==> src/diag_map.svh <==
// Register offsets, event codes, field positions and timing figures of the diagnostic manager
`ifndef DIAG_MAP_SVH
`define DIAG_MAP_SVH

// =============================================
// Timing
`define CLK_HZ 50000000
`define BLINK_HZ 1
`define RESTART_GAP_S 30

// =============================================
// Register offsets (byte addresses)
`define OFF_CTRL 8'h00
`define OFF_TPSEL 8'h04
`define OFF_OUTREQ 8'h08
`define OFF_ACK 8'h0C
`define OFF_DIAG 8'h10
`define OFF_EVLO 8'h14
`define OFF_EVHI 8'h18
`define OFF_IRQSTAT 8'h1C
`define OFF_IRQMASK 8'h20
`define OFF_INVAL 8'h24

// =============================================
// Control register fields and reset values
`define CTRL_SYMLOCK 0
`define CTRL_TWOCH_LSB 4
`define CTRL_ANTIV_LSB 8
`define CTRL_RESET 12'h001
`define DIAG_VALID_BIT 31

// =============================================
// Diagnostic code bases
`define CODE_XC 12'h120
`define CODE_SYM 12'h130
`define CODE_HWIN 12'h140
`define CODE_REF 12'h170
`define CODE_IMPL 12'h180
`define CODE_TPS 12'h1E0
`define CODE_UV 12'h1F0
`define CODE_TEMP 12'h1F2
`define CODE_GAP 12'h1F5
`define CODE_WDOG 12'h2E0
`define HI_GROUP_SKIP 4
`define TP_CODE_STEP 8

// =============================================
// Event latch indices and interrupt classes
`define EV_XC 0
`define EV_HW 8
`define EV_REF 16
`define EV_WD 17
`define EV_SYM 21
`define EV_IMPL 25
`define EV_TPS 29
`define EV_UV 31
`define EV_TEMP 33
`define EV_GAP 34
`define EV_NUM 35
`define IRQ_NUM 10

`endif

==> src/diag_pkg.sv <==
// Types shared by the diagnostic manager files
package diag_pkg;

  // =============================================
  // Restart spacing supervisor states
  typedef enum logic [1:0] {
    GAP_IDLE = 2'b01,
    GAP_RUN = 2'b10
  } gap_state_t;

  typedef logic [11:0] diag_code_t;

endpackage : diag_pkg

==> src/safety_io_diagnostic_manager.sv <==
// Diagnostic event latching, channel safe-state control and indicator drive
// Summary of operation
// - Cross-circuit codes per input, skipping nibble 4-7
// - Cross-circuit forces input safe until acknowledged
// - Watchdog test fail: outputs safe, red LEDs
// - Symmetry violation blocks pair only with lock
// - Input hardware fault locks until self-test passes
// - Reference fault holds all inputs until self-test
// - Implausible pair held until both inputs safe
// - Test pulse overload: output off, red LED
// - Undervoltage blinks supply LED at 1 Hz
// - Critical temperature warns; further rise means failure
`timescale 1ns/1ns
`include "diag_map.svh"
module safety_io_diagnostic_manager
  import diag_pkg::*;
#(
  parameter int BLINK_HALF_CYCLES = `CLK_HZ / (2 * `BLINK_HZ),
  parameter longint RESTART_GAP_CYCLES = 64'(`RESTART_GAP_S) * 64'(`CLK_HZ)
) (
  input wire logic core_clk,
  input wire logic rst,
  input wire logic safe_input_0,
  input wire logic safe_input_1,
  input wire logic safe_input_2,
  input wire logic safe_input_3,
  input wire logic safe_input_4,
  input wire logic safe_input_5,
  input wire logic safe_input_6,
  input wire logic safe_input_7,
  input wire logic [7:0] cross_fault,
  input wire logic [7:0] input_hw_fault,
  input wire logic ref_source_fault,
  input wire logic [3:0] watchdog_test_fail,
  input wire logic [3:0] symmetry_fault,
  input wire logic [3:0] implausible_change,
  input wire logic [1:0] test_pulse_overload,
  input wire logic [1:0] supply_undervoltage,
  input wire logic temp_critical,
  input wire logic temp_shutdown,
  input wire logic selftest_pass,
  input wire logic [7:0] addr,
  input wire logic [31:0] wr_data,
  input wire logic wr_en,
  input wire logic rd_en,
  output logic [31:0] rd_data,
  output logic [7:0] input_value,
  output logic main_output_en,
  output logic zone_one_output,
  output logic zone_two_output,
  output logic zone_three_output,
  output logic [3:0] output_red_led,
  output logic test_pulse_output_a,
  output logic test_pulse_output_b,
  output logic test_pulse_red_led_a,
  output logic test_pulse_red_led_b,
  output logic input_logic_supply_led,
  output logic output_load_supply_led,
  output logic failure_state,
  output logic [11:0] diag_code,
  output logic diag_valid,
  output logic irq
);

  // =============================================
  // Pin synchroniser: every monitor and input pin passes two flops
  localparam int NPIN = 44;
  logic [NPIN-1:0] pin_raw;
  logic [NPIN-1:0] pin_meta;
  logic [NPIN-1:0] pin_s;
  assign pin_raw = {selftest_pass, temp_shutdown, temp_critical, supply_undervoltage, test_pulse_overload,
                    implausible_change, symmetry_fault, watchdog_test_fail, ref_source_fault, input_hw_fault,
                    cross_fault, safe_input_7, safe_input_6, safe_input_5, safe_input_4, safe_input_3,
                    safe_input_2, safe_input_1, safe_input_0};

  always_ff @(posedge core_clk or posedge rst) begin
    if (rst) begin
      pin_meta <= '0;
      pin_s <= '0;
    end else begin
      pin_meta <= pin_raw;
      pin_s <= pin_meta;
    end
  end

  logic [7:0] in_s, xc_s, hw_s;
  logic [3:0] wd_s, sym_s, impl_s;
  logic [1:0] tp_s, uv_s;
  logic ref_s, tcrit_s, tshut_s, stpass_s;
  assign in_s = pin_s[7:0];
  assign xc_s = pin_s[15:8];
  assign hw_s = pin_s[23:16];
  assign ref_s = pin_s[24];
  assign wd_s = pin_s[28:25];
  assign sym_s = pin_s[32:29];
  assign impl_s = pin_s[36:33];
  assign tp_s = pin_s[38:37];
  assign uv_s = pin_s[40:39];
  assign tcrit_s = pin_s[41];
  assign tshut_s = pin_s[42];
  assign stpass_s = pin_s[43];

  // =============================================
  // Software registers
  logic [11:0] ctrl;
  logic [7:0] tp_select;
  logic [3:0] out_request;
  logic [`IRQ_NUM-1:0] irq_stat, irq_mask;
  logic ack_wr;
  logic [11:0] ack_code;
  logic sym_lock;
  logic [3:0] two_ch, antiv;
  assign sym_lock = ctrl[`CTRL_SYMLOCK];
  assign two_ch = ctrl[`CTRL_TWOCH_LSB +: 4];
  assign antiv = ctrl[`CTRL_ANTIV_LSB +: 4];
  assign ack_wr = wr_en && (addr == `OFF_ACK);
  assign ack_code = wr_data[11:0];

  // Configuration writes
  always_ff @(posedge core_clk or posedge rst) begin
    if (rst) begin
      ctrl <= `CTRL_RESET;
      tp_select <= 8'h00;
      out_request <= 4'h0;
      irq_mask <= '0;
    end else if (wr_en) begin
      case (addr)
        `OFF_CTRL: ctrl <= wr_data[11:0];
        `OFF_TPSEL: tp_select <= wr_data[7:0];
        `OFF_OUTREQ: out_request <= wr_data[3:0];
        `OFF_IRQMASK: irq_mask <= wr_data[`IRQ_NUM-1:0];
        default: ;
      endcase
    end
  end

  // =============================================
  // Event code and interrupt class of each latch entry
  function automatic diag_code_t ev_code(input int idx);
    int ch;
    ch = 0;
    if (idx < `EV_HW) begin
      ch = (idx < 4) ? idx : idx + `HI_GROUP_SKIP;
      ev_code = `CODE_XC + 12'(ch);
    end else if (idx < `EV_REF) begin
      ch = (idx - `EV_HW < 4) ? idx - `EV_HW : idx - `EV_HW + `HI_GROUP_SKIP;
      ev_code = `CODE_HWIN + 12'(ch);
    end else if (idx == `EV_REF) begin
      ev_code = `CODE_REF;
    end else if (idx < `EV_SYM) begin
      ev_code = `CODE_WDOG + 12'(idx - `EV_WD);
    end else if (idx < `EV_IMPL) begin
      ev_code = `CODE_SYM + 12'(idx - `EV_SYM);
    end else if (idx < `EV_TPS) begin
      ev_code = `CODE_IMPL + 12'(idx - `EV_IMPL);
    end else if (idx < `EV_UV) begin
      ev_code = `CODE_TPS + 12'((idx - `EV_TPS) * `TP_CODE_STEP);
    end else if (idx < `EV_TEMP) begin
      ev_code = `CODE_UV + 12'(idx - `EV_UV);
    end else if (idx == `EV_TEMP) begin
      ev_code = `CODE_TEMP;
    end else begin
      ev_code = `CODE_GAP;
    end
  endfunction : ev_code

  function automatic int ev_class(input int idx);
    if (idx < `EV_HW) ev_class = 0;
    else if (idx < `EV_REF) ev_class = 1;
    else if (idx == `EV_REF) ev_class = 2;
    else if (idx < `EV_SYM) ev_class = 3;
    else if (idx < `EV_IMPL) ev_class = 4;
    else if (idx < `EV_TPS) ev_class = 5;
    else if (idx < `EV_UV) ev_class = 6;
    else if (idx < `EV_TEMP) ev_class = 7;
    else if (idx == `EV_TEMP) ev_class = 8;
    else ev_class = 9;
  endfunction : ev_class

  // =============================================
  // Event latches
  logic [`EV_NUM-1:0] ev_cond, ev_lat, ack_hit, ev_set, keep_mask;
  logic gap_violation;
  assign ev_cond = {gap_violation, tcrit_s, uv_s, tp_s, impl_s & two_ch, sym_s & two_ch, wd_s, ref_s, hw_s, xc_s};
  assign ev_set = ev_cond & ~ev_lat;
  assign keep_mask = ev_lat & ~ack_hit;

  // One latch per code; a persisting condition beats the acknowledge
  for (genvar g = 0; g < `EV_NUM; g++) begin : g_event
    assign ack_hit[g] = ack_wr && (ack_code == ev_code(g));
    always_ff @(posedge core_clk or posedge rst) begin
      if (rst) begin
        ev_lat[g] <= 1'b0;
      end else if (ev_cond[g]) begin
        ev_lat[g] <= 1'b1;
      end else if (ack_hit[g]) begin
        ev_lat[g] <= 1'b0;
      end
    end
  end

  logic [7:0] xc_lat;
  logic [3:0] wd_lat, sym_lat;
  logic [1:0] tp_lat;
  logic wd_any;
  assign xc_lat = ev_lat[`EV_XC +: 8];
  assign wd_lat = ev_lat[`EV_WD +: 4];
  assign sym_lat = ev_lat[`EV_SYM +: 4];
  assign tp_lat = ev_lat[`EV_TPS +: 2];
  assign wd_any = |wd_lat;

  // =============================================
  // Locks that only a clean power-up self-test lifts
  logic [7:0] hw_lock;
  logic ref_lock;

  always_ff @(posedge core_clk or posedge rst) begin
    if (rst) begin
      hw_lock <= 8'h00;
      ref_lock <= 1'b0;
    end else begin
      hw_lock <= hw_s | (hw_lock & ~{8{stpass_s}});
      ref_lock <= ref_s | (ref_lock & ~stpass_s);
    end
  end

  // Further temperature rise is terminal until reset
  always_ff @(posedge core_clk or posedge rst) begin
    if (rst) begin
      failure_state <= 1'b0;
    end else if (tshut_s) begin
      failure_state <= 1'b1;
    end
  end

  // =============================================
  // Two-channel pair evaluation
  logic [3:0] pair_err, b_active, pair_val, pair_block;

  always_comb begin
    for (int p = 0; p < 4; p++) begin
      b_active[p] = antiv[p] ? ~in_s[p+4] : in_s[p+4];
      pair_val[p] = in_s[p] & b_active[p];
      pair_block[p] = pair_err[p] | (sym_lat[p] & sym_lock);
    end
  end

  // Held until both inputs of the pair sit in their safe state
  always_ff @(posedge core_clk or posedge rst) begin
    if (rst) begin
      pair_err <= 4'h0;
    end else begin
      pair_err <= (impl_s & two_ch) | (pair_err & (in_s[3:0] | b_active));
    end
  end

  // =============================================
  // Input gating: every pending cause keeps a channel in its safe value
  logic [7:0] in_block, next_input_value;

  always_comb begin
    for (int i = 0; i < 8; i++) begin
      in_block[i] = xc_lat[i] | hw_lock[i] | ref_lock | failure_state
                    | tp_lat[tp_select[i]]
                    | (two_ch[i % 4] & pair_block[i % 4]);
      if (in_block[i]) next_input_value[i] = 1'b0;
      else if (two_ch[i % 4]) next_input_value[i] = pair_val[i % 4];
      else next_input_value[i] = in_s[i];
    end
  end

  always_ff @(posedge core_clk or posedge rst) begin
    if (rst) begin
      input_value <= 8'h00;
    end else begin
      input_value <= next_input_value;
    end
  end

  // =============================================
  // Restart spacing: an output restart starts the gap timer
  gap_state_t gap_state;
  logic [63:0] gap_cnt;
  logic wd_any_q, restart_pulse;
  assign restart_pulse = wd_any_q & ~wd_any;
  assign gap_violation = restart_pulse && (gap_state == GAP_RUN);

  always_ff @(posedge core_clk or posedge rst) begin
    if (rst) begin
      wd_any_q <= 1'b0;
    end else begin
      wd_any_q <= wd_any;
    end
  end

  // A too-early restart does not extend the running gap
  always_ff @(posedge core_clk or posedge rst) begin
    if (rst) begin
      gap_state <= GAP_IDLE;
      gap_cnt <= 64'h0;
    end else begin
      case (gap_state)
        GAP_IDLE: begin
          if (restart_pulse) begin
            gap_state <= GAP_RUN;
            gap_cnt <= 64'h0;
          end
        end
        GAP_RUN: begin
          if (gap_cnt >= RESTART_GAP_CYCLES - 64'h1) gap_state <= GAP_IDLE;
          else gap_cnt <= gap_cnt + 64'h1;
        end
        default: gap_state <= GAP_IDLE;
      endcase
    end
  end

  // =============================================
  // Output, test-pulse and LED drive
  logic blink_tick, blink_phase, out_block;
  // The violation pulse itself blocks too, so an early restart never glitches the outputs on
  assign out_block = wd_any | gap_violation | ev_lat[`EV_GAP] | failure_state;

  tick_divider #(
    .DIV(BLINK_HALF_CYCLES)
  ) u_blink (
    .core_clk(core_clk),
    .rst(rst),
    .tick(blink_tick)
  );

  always_ff @(posedge core_clk or posedge rst) begin
    if (rst) begin
      blink_phase <= 1'b0;
    end else if (blink_tick) begin
      blink_phase <= ~blink_phase;
    end
  end

  // Outputs restart by themselves once the last blocking cause is acknowledged
  always_ff @(posedge core_clk or posedge rst) begin
    if (rst) begin
      main_output_en <= 1'b0;
      zone_one_output <= 1'b0;
      zone_two_output <= 1'b0;
      zone_three_output <= 1'b0;
      output_red_led <= 4'h0;
    end else begin
      main_output_en <= out_request[0] & ~out_block;
      zone_one_output <= out_request[1] & ~out_block;
      zone_two_output <= out_request[2] & ~out_block;
      zone_three_output <= out_request[3] & ~out_block;
      output_red_led <= {4{wd_any}};
    end
  end

  always_ff @(posedge core_clk or posedge rst) begin
    if (rst) begin
      test_pulse_output_a <= 1'b0;
      test_pulse_output_b <= 1'b0;
      test_pulse_red_led_a <= 1'b0;
      test_pulse_red_led_b <= 1'b0;
    end else begin
      test_pulse_output_a <= ~tp_lat[0] & ~failure_state;
      test_pulse_output_b <= ~tp_lat[1] & ~failure_state;
      test_pulse_red_led_a <= tp_lat[0];
      test_pulse_red_led_b <= tp_lat[1];
    end
  end

  // Steady on when healthy; blink only while undervoltage is present
  always_ff @(posedge core_clk or posedge rst) begin
    if (rst) begin
      input_logic_supply_led <= 1'b0;
      output_load_supply_led <= 1'b0;
    end else begin
      input_logic_supply_led <= uv_s[0] ? blink_phase : 1'b1;
      output_load_supply_led <= uv_s[1] ? blink_phase : 1'b1;
    end
  end

  // =============================================
  // Reported code: lowest latched entry wins
  diag_code_t next_code;
  always_comb begin
    next_code = 12'h000;
    for (int i = `EV_NUM - 1; i >= 0; i--) begin
      if (ev_lat[i]) next_code = ev_code(i);
    end
  end

  always_ff @(posedge core_clk or posedge rst) begin
    if (rst) begin
      diag_code <= 12'h000;
      diag_valid <= 1'b0;
    end else begin
      diag_code <= next_code;
      diag_valid <= |ev_lat;
    end
  end

  // =============================================
  // Interrupts: new events set class bits, write one to clear, set wins
  logic [`IRQ_NUM-1:0] class_set;
  always_comb begin
    class_set = '0;
    for (int i = 0; i < `EV_NUM; i++) begin
      if (ev_set[i]) class_set[ev_class(i)] = 1'b1;
    end
  end

  always_ff @(posedge core_clk or posedge rst) begin
    if (rst) begin
      irq_stat <= '0;
      irq <= 1'b0;
    end else begin
      if (wr_en && addr == `OFF_IRQSTAT) irq_stat <= class_set | (irq_stat & ~wr_data[`IRQ_NUM-1:0]);
      else irq_stat <= class_set | irq_stat;
      irq <= |(irq_stat & irq_mask);
    end
  end

  // =============================================
  // Read port: data one cycle after the strobe, unmapped reads zero
  always_ff @(posedge core_clk or posedge rst) begin
    if (rst) begin
      rd_data <= 32'h0000_0000;
    end else if (rd_en) begin
      case (addr)
        `OFF_CTRL: rd_data <= {20'h0, ctrl};
        `OFF_TPSEL: rd_data <= {24'h0, tp_select};
        `OFF_OUTREQ: rd_data <= {28'h0, out_request};
        `OFF_DIAG: rd_data <= {|ev_lat, 19'h0, next_code};
        `OFF_EVLO: rd_data <= ev_lat[31:0];
        `OFF_EVHI: rd_data <= {19'h0, failure_state, ref_lock, hw_lock, ev_lat[`EV_NUM-1:32]};
        `OFF_IRQSTAT: rd_data <= {22'h0, irq_stat};
        `OFF_IRQMASK: rd_data <= {22'h0, irq_mask};
        `OFF_INVAL: rd_data <= {24'h0, input_value};
        default: rd_data <= 32'h0000_0000;
      endcase
    end else begin
      rd_data <= 32'h0000_0000;
    end
  end
endmodule : safety_io_diagnostic_manager

==> src/tick_divider.sv <==
// Free running divider that emits a one-cycle enable every DIV clocks
`timescale 1ns/1ns
module tick_divider #(
  parameter int DIV = 25000000
) (
  input wire logic core_clk,
  input wire logic rst,
  output logic tick
);

  // =============================================
  // Counter
  logic [31:0] count;

  // Wraps at DIV-1; tick is registered so it never glitches
  always_ff @(posedge core_clk or posedge rst) begin
    if (rst) begin
      count <= 32'h0000_0000;
      tick <= 1'b0;
    end else if (count == 32'(DIV - 1)) begin
      count <= 32'h0000_0000;
      tick <= 1'b1;
    end else begin
      count <= count + 32'h0000_0001;
      tick <= 1'b0;
    end
  end

endmodule : tick_divider

==> config.mk <==
export PLATFORM = sky130hd
export DESIGN_NAME = safety_io_diagnostic_manager
export DESIGN_NICKNAME = d
export VERILOG_FILES = /design/src/diag_pkg.sv /design/src/safety_io_diagnostic_manager.sv /design/src/tick_divider.sv
export VERILOG_INCLUDE_DIRS = /design/src
export SDC_FILE = /design/constraint.sdc
export NUM_CORES = 1
export LEC_CHECK = 0
export ABC_AREA = 1
export ABC_CLOCK_PERIOD_IN_PS = 23600
export CAP_MARGIN = 10
export CELL_PAD_IN_SITES_DETAIL_PLACEMENT = 1
export CELL_PAD_IN_SITES_GLOBAL_PLACEMENT = 1
export CORE_UTILIZATION = 35
export DETAILED_ROUTE_END_ITERATION = 8
export DONT_BUFFER_PORTS = 1
export HOLD_SLACK_MARGIN = 0.12
export PLACE_DENSITY_LB_ADDON = 0.12
export SLEW_MARGIN = 15
export SYNTH_ARGS = -nofsm -noshare
export SYNTH_HDL_FRONTEND = slang
export SYNTH_SLANG_ARGS = --single-unit
export TNS_END_PERCENT = 5
==> constraint.sdc <==
create_clock -name core_clk -period 23.6 [get_ports core_clk]
set_clock_uncertainty 0.2 [all_clocks]
set_input_delay 3.54 -clock core_clk [delete_from_list [all_inputs] [get_ports core_clk]]
set_output_delay 3.54 -clock core_clk [all_outputs]
set_load 0.02 [all_outputs]
==> results of run 1 <==
## synthesized netlist by cell type (all sizes together), types with 3 or more instances
cell type    n  area share
clkinv       3     0.00079
buf          8      0.0037
inv        256       0.068
nand4       25       0.012
nor4        31       0.016
clkbuf      22      0.0058
a21oi       53       0.020
o21a         5      0.0026
a2111oi      6      0.0037
a31oi        8      0.0035
o211ai       5      0.0026
nand2      229       0.062
o21ai      126       0.045
a221oi      13      0.0080
nand3       63       0.024
o221ai       6      0.0037
o21bai       4      0.0021
nor2       160       0.046
nor3        63       0.026
o22ai       18      0.0079
o2111ai      4      0.0025
a211oi       8      0.0042
dfrtp      342        0.60
xor2        16      0.0099
## state kept, by name, indices dropped and copies added (netlist names), 2 cells and up
register	cells
ctrl	12
diag_code	10
ev_lat	35
gap_cnt	64
gap_state	2
hw_lock	8
input_value	8
irq_mask	10
irq_stat	10
out_request	4
pair_err	4
pin_meta	44
pin_s	44
rd_data	32
tp_select	8
u_blink.count	32
## metal layers
layer,vias up,global-route usage
met5,-,0
met4,6,0.0814
met3,94,0.0516
met2,306,0.357
met1,5328,0.291
li1,4928,-
## critical path: cells and delay by family
family	cells	cell delay, ps
compound gates	3	1060
simple gates	3	600
buf+inv	4	1220
## worst paths after layout
check	startpoint	endpoint	cells after the start
hold reg to reg	pin_meta[2]$_DFF_PP0_	pin_s[2]$_DFF_PP0_	0
min in group asynchronous	rst	input_logic_supply_led$_DFF_PP0_	1
hold / removal	pin_meta[2]$_DFF_PP0_	pin_s[2]$_DFF_PP0_	0
max in group asynchronous	rst	diag_code[7]$_DFF_PP0_	2
setup reg to reg	ev_lat[20]$_DFFE_PP0P_	gap_cnt[26]$_DFFE_PP0P_	23
setup / recovery	addr[1]	rd_data[5]$_DFF_PP0_	10
## logic make-up after synthesis
| kind of cell | count (synthesis) | synth area share |
|---|---|---|
| AND/OR/NAND/NOR | 575 | 0.189 |
| buffers and inverters | 289 | 0.0783 |
| AO/OA/AOI/OAI | 266 | 0.111 |
| adder cells (fa/ha/maj) | 2 | 0.00177 |
| XOR/XNOR | 18 | 0.0111 |
| multiplexers | 1 | 0.000795 |
| flip-flops | 344 | 0.608 |
| other | 1 | 0.000265 |
## power by group
| group | internal (W) | leakage (nW) | switching [W] |
|---|---|---|---|
| registers | 0.000604 | 4.24 | 0.00000980 |
| logic | 0.00000643 | 2.50 | 0.0000279 |
| clock network | 0.000410 | 0.690 | 0.000251 |
| total | 0.00102 | 7.43 | 0.000289 |
## area by class of cell
class                      count  area, sq um  area share
clock inverter                14          235      0.0146
multi-input combinational    864         4450       0.275
inverter                     259          982      0.0608
clock buffer                  57         1170      0.0721
timing repair buffer           6         57.6     0.00356
sequential                   344         8610       0.533
antenna                        1         2.50    0.000155
tap                          525          657      0.0406
## placed cells by master, fill, tap and decap left out, types with 5 or more instances in the layout
cell / synthesis / final
a31oi_1: 8 / 8
a211oi_1: 8 / 8
bufinv_16: 0 / 6
nor2_2: 11 / 11
nor4_1: 28 / 28
nand4_1: 22 / 22
nand3_1: 59 / 59
nor2_1: 146 / 146
a2111oi_0: 6 / 6
a21oi_1: 52 / 52
o221ai_1: 6 / 6
nand2_1: 226 / 226
o211ai_1: 5 / 5
o21a_1: 5 / 5
xor2_1: 16 / 16
inv_1: 245 / 244
o21ai_0: 123 / 123
clkbuf_16: 0 / 41
o22ai_1: 18 / 18
inv_2: 10 / 10
clkbuf_8: 0 / 8
nor3_1: 57 / 57
dfrtp_1: 342 / 342
a221oi_1: 13 / 13
clkbuf_1: 22 / 8
buf_4: 6 / 5
## stage by stage
stage	instances	setup WS (ps)
2_1_floorplan	1497	10330
3_3_place_gp	1998	17080
3_5_place_dp	1998	16950
4_1_cts	2069	17540
5_1_grt	2069	17350
6_report	2070	17430
==> impl_metrics.json, run 1 <==
{
  "outcome": "complete, no violations",
  "ir_worst_vdd_v": 0.0000571,
  "wl_met2_um": 20700,
  "grt_overflow": 0,
  "drc_errors": 0,
  "cts_tree": "yes",
  "rrSetupSlack_ps": 19550,
  "met3_length_um": 2650,
  "slew_violations": 0,
  "yosysUniqueCellTypes": 54,
  "power.total_w": 0.00131,
  "cellPowerDensity_nw_per_um2": 81.0,
  "fin_tns_setup_ps": 0,
  "cts_buffers": 40,
  "dpl.hpwl_um": 32600,
  "synth_cells": 1496,
  "chipHeight_um": 203,
  "topRoutingLayerUsed": "met5",
  "rows": 73,
  "numPortBuffers": 0,
  "grtUsageTotal": 0.222,
  "yosysSeqAreaShare": 0.608,
  "ys_warn_count": 0,
  "synth-edff-count": 0,
  "grt_max_degree": 171,
  "post-route-util": 0.406,
  "worstSetupEndpointType": "flip-flop",
  "fillers": 4559,
  "wire_per_inst_um": 21.4,
  "clkTransAtPathRegs_ps": 50,
  "async_flop_share": 1.00,
  "p_leak_nw": 7.43,
  "max_freq_ghz": 0.162,
  "tightest_slew_ps": 1120,
  "period_share": 0.262,
  "ant_nets": 0,
  "met1_length_um": 19400,
  "arrival_ps": 6410,
  "synth-main-ff-cell": "dfrtp_1",
  "critical-path-max-stage-delay_ps": 760,
  "worst-path-max-fanout": 17,
  "fin_area_sq_um": 16200,
  "antenna_found_initial": 6,
  "core_sq_um": 39800,
  "die_area_sq_um": 41300,
  "clockBufferDepth": 3,
  "synth_area_sq_um": 14200,
  "die_x_um": 203,
  "finalSetupViolations": 0,
  "drt_iter0_drc": 638,
  "cts_root_buffer": "clkbuf_16",
  "dr.pass1.iters": 5,
  "place_congestion": 0.902,
  "worst_path_max_delay_cell": "o21ai_0",
  "wl_um": 44300,
  "cts_setup_buffers": 0,
  "nNetsFinal": 1605,
  "syn-mean-instance-area_sq_um": 9.47,
  "initial_core_util": 0.356,
  "max_slew_margin": 0.255,
  "worstSetupPathType": "in -> reg",
  "grt_pass1_vias": 11300,
  "timing.final.crit_period_ps": 6170,
  "viasPerCell": 5.15,
  "clkLatencyLatePin_ps": 560,
  "htreeDepth": 2,
  "holdWs_ps": 145,
  "cts.sinks": 344,
  "grt_pass1_wl_um": 68700,
  "max-cap-violations": 0,
  "grt_setup_unrepaired": "false",
  "cts_hold_buf": 0,
  "crit_path_start_kind": "input pin",
  "hp-class": "reg -> reg",
  "crit_chain": "nor2_1, inv_1, nor3_1, inv_1, nor2_1, buf_4, clkinv_1, o21ai_0, a21oi_1, a31oi_1",
  "ios": 157,
  "area_delta_synth_final_pct": 14.1,
  "cts_resized": 0,
  "vias": 10700,
  "hold_viol": 0,
  "ys_ff_latch": 344,
  "layout-drive-gt1-share": 0.0790,
  "required_ps": 23840,
  "place_area_sq_um": 14800
}
(Power assumes the default switching activity.)
==> inputs of run 2 (changes only) <==
ABC_AREA = 0   (was 1)
ABC_CLOCK_PERIOD_IN_PS = 6050   (was 23600)
clock period = 6.05 ns   (was 23.6 ns; I/O delays follow)
==> impl_metrics.json, run 2 <==
{
  "outcome": "complete, no violations",
  "syn-mean-instance-area_sq_um": 11.5,
  "largest_reg_flops": 64,
  "cts_root_buffer": "clkbuf_16",
  "cts_hold_buf": 0,
  "grt_pass1_wl_um": 64700,
  "reg.largest.list": "gap_cnt: 64 flops, pin_meta: 44 flops, pin_s: 44 flops",
  "fin_area_sq_um": 15800,
  "fin_tns_setup_ps": 0,
  "core_sq_um": 39000,
  "fillers": 4161,
  "synth_area_sq_um": 14000,
  "worstSetupEndpointType": "flip-flop",
  "crit_chain": "nor4_4, nand4b_2, nand2b_1, o22ai_2, buf_4, or4_1, a21oi_1",
  "arrival_ps": 4140,
  "drt_iter0_drc": 494,
  "slew_violations": 0,
  "place_congestion": 0.887,
  "holdWs_ps": 144,
  "ys_ff_latch": 344,
  "cts_setup_buffers": 0,
  "yosys-top-cells-area": "dfrtp_1 (61%), nand2_1 (3.0%), and2_1 (2.2%)",
  "synth-compound-area-share": 0.106,
  "initial_core_util": 0.358,
  "vias": 9701,
  "grtUsageTotal": 0.213,
  "yosysSeqAreaShare": 0.617,
  "regMostFlops": "gap_cnt",
  "worstSetupPathType": "reg -> reg",
  "chipHeight_um": 202,
  "swShare": 0.223,
  "ys_warn_count": 0,
  "viasPerCell": 5.52,
  "cts_resized": 0,
  "period_share": 0.640,
  "grt_pass1_vias": 10200,
  "area_delta_synth_final_pct": 13.4,
  "numPortBuffers": 0,
  "grt_setup_unrepaired": "false",
  "drc_errors": 0,
  "synth_top_area_cell": "dfrtp_1",
  "power.total_w": 0.00497,
  "crit_path_start_kind": "flip-flop",
  "synthMostInstantiatedCell": "dfrtp_1",
  "tightest_slew_ps": 1120,
  "pwr-share-seq": 0.492,
  "die_x_um": 202,
  "clockBufferDepth": 3,
  "hp-class": "reg -> reg",
  "final_cell_mix": "dfrtp_1 (342), nand2_1 (113), nor2_1 (65), a21oi_1 (52), and2_1 (50)",
  "place_area_sq_um": 14500,
  "clkTransAtPathRegs_ps": 60,
  "p_leak_nw": 6.82,
  "p_int_w": 0.00386,
  "synth_top_area_frac": 0.613,
  "dr.pass1.iters": 5,
  "timing.final.crit_period_ps": 3870,
  "worst-path-max-fanout": 37,
  "ios": 157,
  "critical-path-max-stage-delay_ps": 790,
  "ys_top_cells_by_count": "dfrtp_1 (342), nand2_1 (113), nor2_1 (65)",
  "hold_viol": 0,
  "power_frac_clock": 0.484,
  "register_area_sq_um": 8610,
  "cts_buffers": 39,
  "clkLatencyLatePin_ps": 550,
  "die_area_sq_um": 40700,
  "synth_top_family_by_area": "simple AND/OR/NAND/NOR gates",
  "async_flop_share": 1.00,
  "power_switching_w": 0.00111,
  "antenna_found_initial": 3,
  "yosys.area_share.adder": 0.00179,
  "synthSimpleGateAreaFrac": 0.175,
  "synth.mux.area_fraction": 0.0490,
  "cts.sinks": 344,
  "ant_nets": 0,
  "cts_tree": "yes",
  "layout-drive-gt1-share": 0.0830,
  "rows": 72,
  "synth_xor_area_frac": 0.0239,
  "required_ps": 6330,
  "max-cap-violations": 0,
  "wire_per_inst_um": 23.9,
  "synth-main-ff-cell": "dfrtp_1",
  "max_slew_margin": 0.252,
  "yosysUniqueCellTypes": 74,
  "ir_worst_vdd_v": 0.000146,
  "nNetsFinal": 1305,
  "wl_um": 42000,
  "grt_max_degree": 170,
  "htreeDepth": 2,
  "worst_path_max_delay_cell": "nand4b_2",
  "mostFrequentLayoutCell": "dfrtp_1",
  "max_freq_ghz": 0.258,
  "cellPowerDensity_nw_per_um2": 314,
  "multi_input_area_sq_um": 4980,
  "synth-edff-count": 0,
  "synth_cells": 1209,
  "grt_overflow": 0,
  "antenna_cells": 0,
  "power_frac_comb": 0.024,
  "finalSetupViolations": 0,
  "dpl.hpwl_um": 30100
}
## run 2: per-layer routing
metal  track usage  vias to the layer above  routed length (um)
li1              -                     4339                   -
met1         0.273                     5028               18100
met2         0.344                      237               20100
met3        0.0483                       91                2390
met4        0.0904                        6                1480
met5             0                        -                  35
## run 2: cell families (layout without fill, tap and decap cells)
family / count (synthesis) / count (layout)
fa+ha+maj: 2 / 2
other cells: 1 / 2
xor+xnor: 38 / 38
compound gates: 216 / 216
mux: 64 / 64
simple gates: 454 / 454
buf+inv: 90 / 121
flops: 344 / 344
## run 2: per-stage QoR
| step | instances | util | setup WS, ps |
|---|---|---|---|
| final | 1759 | 0.406 | 2180 |
| after global routing | 1759 | 0.406 | 1830 |
| after CTS | 1759 | 0.406 | 2190 |
| after detailed placement | 1692 | 0.372 | 2240 |
| after global placement | 1692 | 0.372 | 2260 |
| after floorplan | 1210 | - | 342 |
## run 2: worst paths after layout
kind	to	from	cells past startpoint	slack [ps]
max	gap_cnt[24]$_DFFE_PP0P_	ev_lat[20]$_DFFE_PP0P_	7	2180
max reg2reg	gap_cnt[24]$_DFFE_PP0P_	ev_lat[20]$_DFFE_PP0P_	7	2180
min in group asynchronous	rd_data[20]$_DFF_PP0_	rst	1	200
max in group asynchronous	pin_meta[43]$_DFF_PP0_	rst	2	4050
min	pin_s[16]$_DFF_PP0_	pin_meta[16]$_DFF_PP0_	0	140
min reg2reg	pin_s[16]$_DFF_PP0_	pin_meta[16]$_DFF_PP0_	0	140
## run 2: cell type report
type	count	area share
Inverter	40	0.00973
Multi-Input combinational cell	776	0.315
Tap cell	518	0.0410
Sequential cell	344	0.544
Clock inverter	15	0.0119
Clock buffer	52	0.0700
Timing Repair Buffer	14	0.00823
## run 2: power groups by stage
stage,combinational (W),sequential (W),clock (W)
after floorplan,0.000107,0.00244,0
after global placement,0.000122,0.00249,0
after detailed placement,0.000125,0.00249,0
after CTS,0.000125,0.00245,0.00248
after global routing,0.000138,0.00245,0.00257
final,0.000120,0.00245,0.00241
## run 2: critical path: cells and delay by family (launching register included)
| family | cells | cell delay [ps] |
|---|---|---|
| simple gates | 4 | 2500 |
| buf+inv | 1 | 290 |
| flops | 1 | 480 |
| compound gates | 2 | 310 |
==> inputs of run 3 (changes only) <==
ABC_CLOCK_PERIOD_IN_PS = 3600   (was 6050)
clock period = 3.6 ns   (was 6.05 ns; I/O delays follow)
==> impl_metrics.json, run 3 (synthesis gave the netlist of run 2 again) <==
{
  "regToRegEndpoint": "rd_data[2]$_DFF_PP0_",
  "regMostFlops": "gap_cnt",
  "register_area_sq_um": 8610,
  "worstSetupEndpointType": "flip-flop",
  "finalSetupViolations": 0,
  "rrSetupSlack_ps": 310,
  "fin_area_sq_um": 16700,
  "place_area_sq_um": 14700,
  "timing.final.crit_period_ps": 3290,
  "cts.sinks": 344,
  "worstSetupPathType": "reg -> reg",
  "layout-drive-gt1-share": 0.101,
  "numPortBuffers": 0,
  "clkLatencyLatePin_ps": 560,
  "worst-path-max-fanout": 7,
  "grtUsageTotal": 0.223,
  "vias": 10100,
  "multi_input_area_sq_um": 4990,
  "nNetsFinal": 1391,
  "grt_pass1_wl_um": 68200,
  "hold_viol": 0,
  "drc_errors": 0,
  "cts_tree": "yes",
  "fillers": 4134,
  "ios": 157,
  "wl_um": 44000,
  "period_share": 0.913,
  "cts_resized": 0,
  "dpl.hpwl_um": 31100,
  "htreeDepth": 2,
  "crit_path_start_kind": "flip-flop",
  "hold_end": "pin_s[27]$_DFF_PP0_",
  "reg.largest.list": "gap_cnt: 64 flops, pin_meta: 44 flops, pin_s: 44 flops",
  "reg2reg_depth": 6,
  "grt_overflow": 0,
  "place_congestion": 0.860,
  "cts_root_buffer": "clkbuf_16",
  "antenna_cells": 0,
  "cts_buffers": 40,
  "final_cell_mix": "dfrtp_1 (342), nand2_1 (113), nor2_1 (65), dlygate4sd3_1 (59), a21oi_1 (52)",
  "die_x_um": 202,
  "core_sq_um": 39000,
  "area_delta_synth_final_pct": 20.0,
  "initial_core_util": 0.358,
  "drt_iter0_drc": 686,
  "min_from": "pin_meta[27]$_DFF_PP0_",
  "whs_path_depth": 0,
  "antenna_found_initial": 2,
  "max_slew_margin": 0.143,
  "max-cap-violations": 0,
  "wire_per_inst_um": 23.8,
  "clockBufferDepth": 3,
  "hp-class": "reg -> reg",
  "power.total_w": 0.00876,
  "ant_nets": 0,
  "grt_pass1_vias": 10700,
  "rows": 72,
  "cellPowerDensity_nw_per_um2": 523,
  "dr.pass1.iters": 5,
  "viasPerCell": 5.46,
  "clkTransAtPathRegs_ps": 60,
  "largest_reg_flops": 64,
  "slew_violations": 0,
  "grt_setup_unrepaired": "false",
  "max_freq_ghz": 0.304,
  "ir_worst_vdd_v": 0.000324,
  "p_leak_nw": 7.26,
  "tightest_slew_ps": 1270,
  "grt_max_degree": 123,
  "die_area_sq_um": 40700,
  "outcome": "complete, no violations",
  "chipHeight_um": 202,
  "r2r_start": "ev_lat[0]$_DFFE_PP0P_",
  "required_ps": 3880,
  "arrival_ps": 3560,
  "mostFrequentLayoutCell": "dfrtp_1"
}
==> run 3: changes by cell type in the layout (fill, tap and decap cells not counted), sizes merged <==
cell	delta
clkinv	-2
inv	+2
clkbuf	+4
bufinv	+3
clkinvlp	-1
dlygate4sd3	+59
buf	+26
==> run 3: worst max-delay path by stage <==
stage | end | slack (ps) | from | depth (start not counted)
floorplan | blink_phase$_DFFE_PP0P_ | -1740 | rst | 1
global placement | rd_data[2]$_DFF_PP0_ | 400 | ev_lat[0]$_DFFE_PP0P_ | 6
detailed placement | rd_data[2]$_DFF_PP0_ | 360 | ev_lat[0]$_DFFE_PP0P_ | 6
CTS | rd_data[2]$_DFF_PP0_ | 350 | ev_lat[0]$_DFFE_PP0P_ | 6
global route | rd_data[2]$_DFF_PP0_ | 330 | ev_lat[0]$_DFFE_PP0P_ | 6
finish | rd_data[2]$_DFF_PP0_ | 310 | ev_lat[0]$_DFFE_PP0P_ | 6
==> run 3: what timing repair did <==
action | CTS | global route
hold buffers | 59 | 0
setup endpoints to repair | 0 | 0
setup buffers | 0 | 0
endpoints found under the hold margin | 152 | 0
==> run 3: metal layers <==
metal,global-route usage,routed length (um)
met1,0.297,19300
met2,0.363,21000
met3,0.0442,2340
met4,0.0771,1410
met5,0,13
==> run 3: final cells by class <==
| type | count | area share |
|---|---|---|
| timing repair buffer | 99 | 0.0555 |
| inverter | 40 | 0.00919 |
| multi-input combinational | 776 | 0.298 |
| clock buffer | 56 | 0.0682 |
| tap | 518 | 0.0387 |
| sequential | 344 | 0.514 |
| clock inverter | 17 | 0.0161 |
==> run 3: power by group <==
group | internal, W | switching [W] | leakage, nW
clock network | 0.00272 | 0.00165 | 0.695
logic | 0.000120 | 0.000159 | 2.27
registers | 0.00398 | 0.000138 | 4.30
==> run 3: stage by stage <==
step / instances / hold slack [ps] / setup slack, ps / setup TNS [ps] / util
2_1_floorplan: 1210 / 131 / -1740 / -596350 / -
3_3_place_gp: 1718 / 134 / 403 / 0 / 0.378
3_5_place_dp: 1718 / 136 / 359 / 0 / 0.378
4_1_cts: 1850 / 120 / 350 / 0 / 0.429
5_1_grt: 1850 / 124 / 326 / 0 / 0.429
6_report: 1850 / 143 / 315 / 0 / 0.429
==> run 3: critical path: stages, from the launching register on <==
cell,delay [ps]
dfrtp_1,490
nor4_1,1100
nand4_1,410
nor4_1,420
and3_1,290
nand2_1,90
a31oi_1,200
